--- src/design/aex_pkg.sv ---
// Constants for the add/AND execution unit: opcodes, file map, bus map.
// Assumes a 12-bit instruction word and a 5-bit file address.
package aex_pkg;
	// Instruction cycle of four oscillator periods, phase 0..3
	localparam int unsigned OSC_PER_CYCLE = 4;
	localparam logic [1:0] PHASE_FIRST = 2'h1;
	localparam logic [1:0] PHASE_LAST = 2'(OSC_PER_CYCLE - 1);
	// Opcode fields
	localparam logic [5:0] OP_ADD_FILE = 6'h07;
	localparam logic [5:0] OP_AND_FILE = 6'h05;
	localparam logic [3:0] OP_AND_LIT = 4'he;
	localparam logic [2:0] OP_JUMP = 3'h5;
	localparam logic [8:0] OP_DIR = 9'h000;
	// File map
	localparam logic [4:0] F_TIMER = 5'h01;
	localparam logic [4:0] F_PC_LO = 5'h02;
	localparam logic [4:0] F_PORT0 = 5'h05;
	localparam logic [4:0] F_GPR0 = 5'h08;
	// Register port map
	localparam logic [3:0] REG_CTRL = 4'h0;
	localparam logic [3:0] REG_ACCUM = 4'h1;
	localparam logic [3:0] REG_FLAGS = 4'h2;
	localparam logic [3:0] REG_PC_LO = 4'h3;
	localparam logic [3:0] REG_PC_HI = 4'h4;
	localparam logic [3:0] REG_TIMER = 4'h5;
	// Field positions
	localparam int unsigned CTRL_PRESC_BIT = 0;
	localparam int unsigned FLAG_C = 0;
	localparam int unsigned FLAG_DC = 1;
	localparam int unsigned FLAG_Z = 2;
	// Reset values
	localparam logic [7:0] RST_PIN_DIRECTION_LOAD_OP = 8'hff;
	localparam logic [7:0] RST_BYTE = 8'h00;
	localparam logic [9:0] RST_PC = 10'h000;
endpackage : aex_pkg

--- src/design/aex_exec.sv ---
// Add/AND execution unit with file registers, port latches and direction latches.
// Assumes instr_valid and the register port come from logic on clock; pins do not.
`timescale 1ns/1ps
//////////////////////////////////////////////////////////////////////////////
module aex_exec #(
	parameter int unsigned NPORT = 3,
	parameter int unsigned NGPR = 24
) (
	input wire logic clock,
	input wire logic rstn,
	input wire logic instr_valid,
	input wire logic [11:0] instr,
	input wire logic [3:0] reg_addr,
	input wire logic [7:0] reg_wdata,
	input wire logic reg_wr,
	input wire logic reg_rd,
	input wire logic [NPORT-1:0][7:0] io_pin_in,
	output logic [7:0] reg_rdata_ff,
	output logic [NPORT-1:0][7:0] io_out_ff,
	output logic [NPORT-1:0][7:0] io_oe_ff,
	output logic busy_ff,
	output logic done_ff,
	output logic presc_clr_ff,
	output logic [9:0] pc_ff,
	output logic [7:0] accum_ff
);
	import aex_pkg::*;

	function automatic logic is_port(input logic [4:0] f);
		is_port = (f >= F_PORT0) && (f < F_PORT0 + 5'(NPORT));
	endfunction : is_port

	//////////////////////////////////////////////////////////////////////////////
	// Pin synchronisers
	logic [NPORT-1:0][7:0] pin_s1_ff;
	logic [NPORT-1:0][7:0] pin_s2_ff;
	always_ff @(posedge clock or negedge rstn) begin
		if (!rstn) begin
			pin_s1_ff <= '0;
			pin_s2_ff <= '0;
		end else begin
			pin_s1_ff <= io_pin_in;
			pin_s2_ff <= pin_s1_ff;
		end
	end

	//////////////////////////////////////////////////////////////////////////////
	// State
	logic [1:0] phase_ff, nxt_phase;
	logic [11:0] ir_ff, nxt_ir;
	logic [7:0] nxt_accum, timer_ff, nxt_timer, nxt_rdata;
	logic [2:0] flags_ff, nxt_flags;
	logic ctrl_presc_ff, nxt_ctrl_presc, nxt_busy, nxt_done, nxt_presc_clr;
	logic [9:0] nxt_pc;
	logic [NPORT-1:0][7:0] pin_direction_load_op_ff, nxt_pin_direction_load_op, nxt_io_out, nxt_io_oe;
	logic [7:0] gpr_mem [NGPR];
	logic gpr_we;
	logic [7:0] src_val, result;
	logic [8:0] sum9;
	logic [4:0] sum_lo;
	logic [4:0] fsel;
	logic dest_file, exec, is_add, is_andf, is_andl, is_jump, is_dir;

	assign fsel = ir_ff[4:0];
	assign dest_file = ir_ff[5];
	assign exec = busy_ff && (phase_ff == PHASE_LAST);
	assign is_add = ir_ff[11:6] == OP_ADD_FILE;
	assign is_andf = ir_ff[11:6] == OP_AND_FILE;
	assign is_andl = ir_ff[11:8] == OP_AND_LIT;
	assign is_jump = ir_ff[11:9] == OP_JUMP;
	assign is_dir = (ir_ff[11:3] == OP_DIR) && is_port({2'h0, ir_ff[2:0]});

	//////////////////////////////////////////////////////////////////////////////
	// Operand fetch and arithmetic
	always_comb begin
		src_val = 8'h00;
		if (fsel == F_TIMER) begin
			src_val = timer_ff;
		end else if (fsel == F_PC_LO) begin
			src_val = pc_ff[7:0];
		end else if (is_port(fsel)) begin
			src_val = pin_s2_ff[fsel - F_PORT0];
		end else if (fsel >= F_GPR0 && (fsel - F_GPR0) < 5'(NGPR)) begin
			src_val = gpr_mem[fsel - F_GPR0];
		end
		if (is_andl) begin
			src_val = ir_ff[7:0];
		end
		sum9 = {1'b0, accum_ff} + {1'b0, src_val};
		sum_lo = {1'b0, accum_ff[3:0]} + {1'b0, src_val[3:0]};
		result = is_add ? sum9[7:0] : (accum_ff & src_val);
	end

	//////////////////////////////////////////////////////////////////////////////
	// Next-state logic
	always_comb begin
		nxt_phase = phase_ff;
		nxt_ir = ir_ff;
		nxt_busy = busy_ff;
		nxt_done = 1'b0;
		nxt_presc_clr = 1'b0;
		nxt_accum = accum_ff;
		nxt_flags = flags_ff;
		nxt_timer = timer_ff;
		nxt_pc = pc_ff;
		nxt_pin_direction_load_op = pin_direction_load_op_ff;
		nxt_io_out = io_out_ff;
		nxt_ctrl_presc = ctrl_presc_ff;
		nxt_rdata = 8'h00;
		gpr_we = 1'b0;
		if (!busy_ff && instr_valid) begin
			nxt_ir = instr;
			nxt_busy = 1'b1;
			nxt_phase = PHASE_FIRST;
		end else if (busy_ff) begin
			nxt_phase = phase_ff + 2'h1;
		end
		if (exec) begin
			nxt_busy = 1'b0;
			nxt_done = 1'b1;
			if (is_add || is_andf || is_andl) begin
				nxt_flags[FLAG_Z] = (result == 8'h00);
				if (is_add) begin
					nxt_flags[FLAG_C] = sum9[8];
					nxt_flags[FLAG_DC] = sum_lo[4];
				end
			end
			if ((is_add || is_andf) && dest_file) begin
				if (fsel == F_TIMER) begin
					nxt_timer = result;
					nxt_presc_clr = ctrl_presc_ff;
				end else if (fsel == F_PC_LO) begin
					// Ninth bit is pc[8]; only the jump may load it from its operand
					nxt_pc = {pc_ff[9], 1'b0, result};
				end else if (is_port(fsel)) begin
					nxt_io_out[fsel - F_PORT0] = result;
				end else if (fsel >= F_GPR0) begin
					gpr_we = 1'b1;
				end
			end else if (is_add || is_andf || is_andl) begin
				nxt_accum = result;
			end
			if (is_jump) begin
				nxt_pc = {pc_ff[9], ir_ff[8:0]};
			end
			if (is_dir) begin
				nxt_pin_direction_load_op[ir_ff[2:0] - 3'(F_PORT0)] = accum_ff;
			end
		end
		// Software writes yield to a committing instruction
		if (reg_wr && !exec) begin
			unique case (reg_addr)
				REG_CTRL: nxt_ctrl_presc = reg_wdata[CTRL_PRESC_BIT];
				REG_ACCUM: nxt_accum = reg_wdata;
				REG_TIMER: nxt_timer = reg_wdata;
				default: ;
			endcase
		end
		if (reg_rd) begin
			unique case (reg_addr)
				REG_CTRL: nxt_rdata = {7'h00, ctrl_presc_ff};
				REG_ACCUM: nxt_rdata = accum_ff;
				REG_FLAGS: nxt_rdata = {5'h00, flags_ff};
				REG_PC_LO: nxt_rdata = pc_ff[7:0];
				REG_PC_HI: nxt_rdata = {6'h00, pc_ff[9:8]};
				REG_TIMER: nxt_rdata = timer_ff;
				default: nxt_rdata = 8'h00;
			endcase
		end
		for (int i = 0; i < NPORT; i++) begin
			nxt_io_oe[i] = ~nxt_pin_direction_load_op[i];
		end
	end

	always_ff @(posedge clock or negedge rstn) begin
		if (!rstn) begin
			phase_ff <= 2'h0;
			ir_ff <= 12'h000;
			busy_ff <= 1'b0;
			done_ff <= 1'b0;
			presc_clr_ff <= 1'b0;
			accum_ff <= RST_BYTE;
			flags_ff <= 3'h0;
			timer_ff <= RST_BYTE;
			pc_ff <= RST_PC;
			pin_direction_load_op_ff <= {NPORT{RST_PIN_DIRECTION_LOAD_OP}};
			io_out_ff <= '0;
			io_oe_ff <= '0;
			ctrl_presc_ff <= 1'b0;
			reg_rdata_ff <= 8'h00;
		end else begin
			phase_ff <= nxt_phase;
			ir_ff <= nxt_ir;
			busy_ff <= nxt_busy;
			done_ff <= nxt_done;
			presc_clr_ff <= nxt_presc_clr;
			accum_ff <= nxt_accum;
			flags_ff <= nxt_flags;
			timer_ff <= nxt_timer;
			pc_ff <= nxt_pc;
			pin_direction_load_op_ff <= nxt_pin_direction_load_op;
			io_out_ff <= nxt_io_out;
			io_oe_ff <= nxt_io_oe;
			ctrl_presc_ff <= nxt_ctrl_presc;
			reg_rdata_ff <= nxt_rdata;
		end
	end

	// General-purpose file; contents are undefined after reset, as in the core
	always_ff @(posedge clock) begin
		if (gpr_we) begin
			gpr_mem[fsel - F_GPR0] <= result;
		end
	end

	//////////////////////////////////////////////////////////////////////////////
	// Assertions
	property p_cycle;
		@(posedge clock) disable iff (!rstn)
		(!busy_ff && instr_valid) |=> busy_ff [*3] ##1 (done_ff && !busy_ff);
	endproperty
	a_cycle: assert property (p_cycle) else $error("instruction not four clocks");

	property p_pc_clear;
		@(posedge clock) disable iff (!rstn)
		(exec && (is_add || is_andf) && dest_file && fsel == F_PC_LO)
			|=> (pc_ff[8] == 1'b0) && (pc_ff[9] == $past(pc_ff[9]))
			&& (pc_ff[7:0] == $past(result));
	endproperty
	a_pc_clear: assert property (p_pc_clear) else $error("pc ninth bit not cleared");

	property p_jump;
		@(posedge clock) disable iff (!rstn)
		(exec && is_jump) |=> pc_ff == {$past(pc_ff[9]), $past(ir_ff[8:0])};
	endproperty
	a_jump: assert property (p_jump) else $error("jump target wrong");

	property p_pin_rmw;
		@(posedge clock) disable iff (!rstn)
		(exec && is_andf && dest_file && fsel == F_PORT0 + 5'h01)
			|=> io_out_ff[1] == ($past(accum_ff) & $past(pin_s2_ff[1]));
	endproperty
	a_pin_rmw: assert property (p_pin_rmw) else $error("port write-back not from pins");

	property p_dir_load;
		@(posedge clock) disable iff (!rstn)
		(exec && is_dir && ir_ff[2:0] == 3'h6) |=> ##1 io_oe_ff[1] == ~$past(accum_ff, 2);
	endproperty
	a_dir_load: assert property (p_dir_load) else $error("direction load wrong");

	property p_oe;
		@(posedge clock) disable iff (!rstn)
		##1 (io_oe_ff == ~pin_direction_load_op_ff);
	endproperty
	a_oe: assert property (p_oe) else $error("driver enable disagrees with latch");

	property p_presc;
		@(posedge clock) disable iff (!rstn)
		presc_clr_ff |-> $past(exec && dest_file && fsel == F_TIMER && ctrl_presc_ff);
	endproperty
	a_presc: assert property (p_presc) else $error("prescaler clear without cause");

	property p_add;
		@(posedge clock) disable iff (!rstn)
		(exec && is_add && !dest_file)
			|=> {flags_ff[FLAG_C], accum_ff} == ({1'b0, $past(accum_ff)} + {1'b0, $past(src_val)});
	endproperty
	a_add: assert property (p_add) else $error("add result or carry wrong");

	property p_and_lit;
		@(posedge clock) disable iff (!rstn)
		(exec && is_andl) |=> (accum_ff == ($past(accum_ff) & $past(ir_ff[7:0])))
			&& (flags_ff[FLAG_Z] == (accum_ff == 8'h00)) && $stable(flags_ff[1:0]);
	endproperty
	a_and_lit: assert property (p_and_lit) else $error("literal and wrong");

	property p_zero;
		@(posedge clock) disable iff (!rstn)
		(exec && is_andf) |=> flags_ff[FLAG_Z] == ($past(result) == 8'h00)
			&& flags_ff[FLAG_C] == $past(flags_ff[FLAG_C]);
	endproperty
	a_zero: assert property (p_zero) else $error("and flags wrong");
endmodule : aex_exec

--- config.mk ---
export PLATFORM = sky130hd
export DESIGN_NAME = aex_exec
export DESIGN_NICKNAME = d
export VERILOG_FILES = /design/src/design/aex_pkg.sv /design/src/design/aex_exec.sv
export SDC_FILE = /design/constraint.sdc
export NUM_CORES = 1
export LEC_CHECK = 0
export BUFFER_PORTS_ARGS = -buffer_cell sky130_fd_sc_hd__buf_2
export CAP_MARGIN = 0
export CORE_ASPECT_RATIO = 0.6
export CORE_MARGIN = 10
export CORE_UTILIZATION = 44
export DETAILED_ROUTE_END_ITERATION = 8
export GPL_ROUTABILITY_DRIVEN = 0
export PLACE_DENSITY = 0.73
export SETUP_SLACK_MARGIN = 0.2
export SLEW_MARGIN = 20
export SYNTH_ARGS = -nofsm -noshare
export SYNTH_HDL_FRONTEND = slang
export SYNTH_SLANG_ARGS = --single-unit
--- constraint.sdc ---
create_clock -name clock -period 7.1 [get_ports clock]
set_input_delay 1.065 -clock clock [delete_from_list [all_inputs] [get_ports clock]]
set_output_delay 1.065 -clock clock [all_outputs]
set_load 0.01 [all_outputs]
==> out/results.tsv <==
metric	value	unit
status	complete, no violations	
cts_buffers	30	
synthesis.nets	1057	
route.detailed.drc	0	
rsz0062_at_grt	false	
critPathLaunchType	register	
ctsHoldBuffers	0	
fmax	0.1685	GHz
worstPathRequired	7.61	ns
leakage	6.514	nW
nets	1188	
min-delay-start	pin_s1_ff[22]$_DFF_PN0_	
tightest_slew	0.9863	ns
grt_pass1_vias	9235	
hpwlAfterDp	26.12	mm
cts_buffer_depth	3	
ys_seq_area_share	68.44	%
ant_nets	0	
first_pass_iters	6	
cts_setup_buffers	0	
syn_area	0.01483	mm2
htreeDepth	1	
regArea	0.01015	mm2
ys_types	63	
finClkSkew	0.01427	ns
vdd_drop_max	0.2882	mV
ys_ff_latch	366	
grt_overflow	0	
arrival	6.44	ns
setup-violations-final	0	
avgSynthCellArea	15.06	um2
synthTopCellsByCount	192 x edfxtp_1, 150 x dfrtp_1, 71 x nand2_1, 67 x nor2_1, 62 x mux2i_1	
synth_top_area_share	38.88	%
grt_pass1_wl	58.44	mm
min_to	pin_s2_ff[22]$_DFF_PN0_	
hp-class	reg -> reg	
min_period	5.936	ns
r2r-start	ir_ff[3]$_DFFE_PN0P_	
num_io_pins	130	
reg2reg_depth	15	
critPathCaptureType	register	
power.total	7.150	mW
wl_per_cell	23.95	um
r2r_end	io_out_ff[20]$_DFFE_PN0P_	
cts_tree	done	
cts_resized	0	
slew_headroom	34.00	%
antenna_found_initial	0	
dieArea	0.04169	mm2
n_fill_cell	2717	
synth_edf_count	192	
multi_input_area	0.004370	mm2
power.density	421.8	mW/mm2
netlist_top_cells_area	edfxtp_1 39%, dfrtp_1 25%, mux4_2 5.8%	
ys.warnings.count	0	
grt_max_degree	107	
maxCapViolations	0	
synth_cells	985	
clk_pin_slew	0.08	ns
grt_usage	18.12	%
cts.sinks	366	
synth_flop_cell	edfxtp_1	
clk_latency	0.58	ns
hold_viol	0	
timing.setup.tns	0	ns
clock-root-buffer	clkbuf_16	
port_buffers	128	
final_max_slew_viol_count	0	
crit_fanout	23	
viasPerCell	5.724	
ys_async_sr_fraction	47.54	%
rrSetupSlack	1.16	ns
worstSetupPathType	reg -> reg	
vias	9096	
yosys.cell_count.top_type	edfxtp_1	
synth_area_leader_cell	edfxtp_1	
antenna_cells	0	
core_area	0.03280	mm2
post-route-period-util	83.60	%
routed_wl	38.06	mm
die_w	257.0	um
initial_core_util	45.21	%
drive_gt1_share	28.27	%
area_growth	14.31	%
die_h	162.2	um
first_iter_violations	1161	
worst_hold_path.num_cells	0	
rows	51	
-- layout by cell type (no fill, tap or decap), drive strengths merged, types with 35 or more instances in the layout --
| cell type | instances |
|---|---|
| mux4 | 38 |
| buf | 143 |
| clkbuf | 39 |
| dfrtp | 150 |
| edfxtp | 192 |
| nor2 | 67 |
| mux2i | 62 |
| mux2 | 56 |
| o21ai | 49 |
| nand2 | 74 |
| a21oi | 39 |
| inv | 35 |
-- state kept, by name, summed over array words and instances, names as in the netlist --
register                  cells
timer_ff                      8
flags_ff                      3
pin_s1_ff                    24
ctrl_presc_ff                 1
io_oe_ff                     24
reg_rdata_ff                  8
pc_ff                         9
busy_ff                       1
presc_clr_ff                  1
pin_direction_load_op_ff     24
pin_s2_ff                    24
phase_ff                      2
ir_ff                        12
accum_ff                      8
done_ff                       1
io_out_ff                    24
gpr_mem                     192
-- logic make-up (layout without fill, tap and decap cells) --
| logic type | count (synthesis) | count (layout) | share of synthesized area, % |
|---|---|---|---|
| AO/OA/AOI/OAI | 149 | 149 | 6.328 |
| XOR/XNOR | 3 | 3 | 0.1772 |
| adder cells (fa/ha/maj) | 19 | 19 | 1.654 |
| buffers and inverters | 78 | 232 | 2.244 |
| flip-flops | 366 | 366 | 68.44 |
| multiplexers | 156 | 156 | 14.21 |
| other | 1 | 1 | 0.02529 |
| AND/OR/NAND/NOR | 213 | 213 | 6.919 |
-- worst max-delay path, stage by stage, from the launching register on --
cell	delay [ns]
dfrtp_1	0.78
inv_2	0.26
ha_1	0.98
nand2_1	0.54
a21oi_1	0.44
nor4_1	0.11
nor2_1	0.14
o31ai_1	0.08
ha_1	0.26
fa_1	0.43
a211o_1	0.30
o21ai_1	0.18
xor2_1	0.13
o21ai_2	0.62
buf_4	0.39
mux2_2	0.21
-- how the worst max path moves through the flow --
stage,start,to,slack (ns),cells past startpoint
after floorplan,ir_ff[0]$_DFFE_PN0P_,accum_ff[6]$_DFF_PN0_,2.15,19
after global placement,ir_ff[3]$_DFFE_PN0P_,flags_ff[2]$_DFFE_PN0P_,1.57,15
after detailed placement,ir_ff[3]$_DFFE_PN0P_,io_out_ff[4]$_DFFE_PN0P_,1.38,15
after CTS,ir_ff[3]$_DFFE_PN0P_,io_out_ff[20]$_DFFE_PN0P_,1.34,15
after global routing,ir_ff[3]$_DFFE_PN0P_,io_out_ff[4]$_DFFE_PN0P_,0.95,15
final,ir_ff[3]$_DFFE_PN0P_,io_out_ff[20]$_DFFE_PN0P_,1.16,15
-- through the flow --
stage / instances / setup slack [ns] / utilization, % / cell area (um2) / hold slack [ns]
after floorplan: 985 / 2.154 / - / 14830 / 0.3312
after global placement: 1534 / 1.569 / 48.69 / 15970 / 0.3328
after detailed placement: 1534 / 1.381 / 48.69 / 15970 / 0.3364
after CTS: 1589 / 1.336 / 51.67 / 16950 / 0.3525
after global routing: 1589 / 0.9498 / 51.68 / 16950 / 0.3592
final: 1589 / 1.164 / 51.68 / 16950 / 0.3498
-- routing by layer --
| metal | wire length (um) | global-route usage, % |
|---|---|---|
| met4 | 617 | 3.081 |
| met3 | 4410 | 6.159 |
| met5 | 42 | 1.325 |
| met1 | 17180 | 26.62 |
| met2 | 15810 | 25.61 |
-- power by group --
group          internal (mW)  switching, mW  total [mW]
logic                  0.892           1.68        2.58
clock network          0.899          0.763        1.66
registers               2.65          0.261        2.91
total                   4.44           2.71        7.15
-- cell type report --
type	count	share of cell area, %
clock buffers	39	5.123
clock inverters	16	0.6422
inverters	34	0.7529
multi-input cells	541	25.78
flip-flops and latches	366	59.90
well taps	450	3.322
repair buffers	143	4.480
No activity file was read; power rests on OpenSTA's default activity.
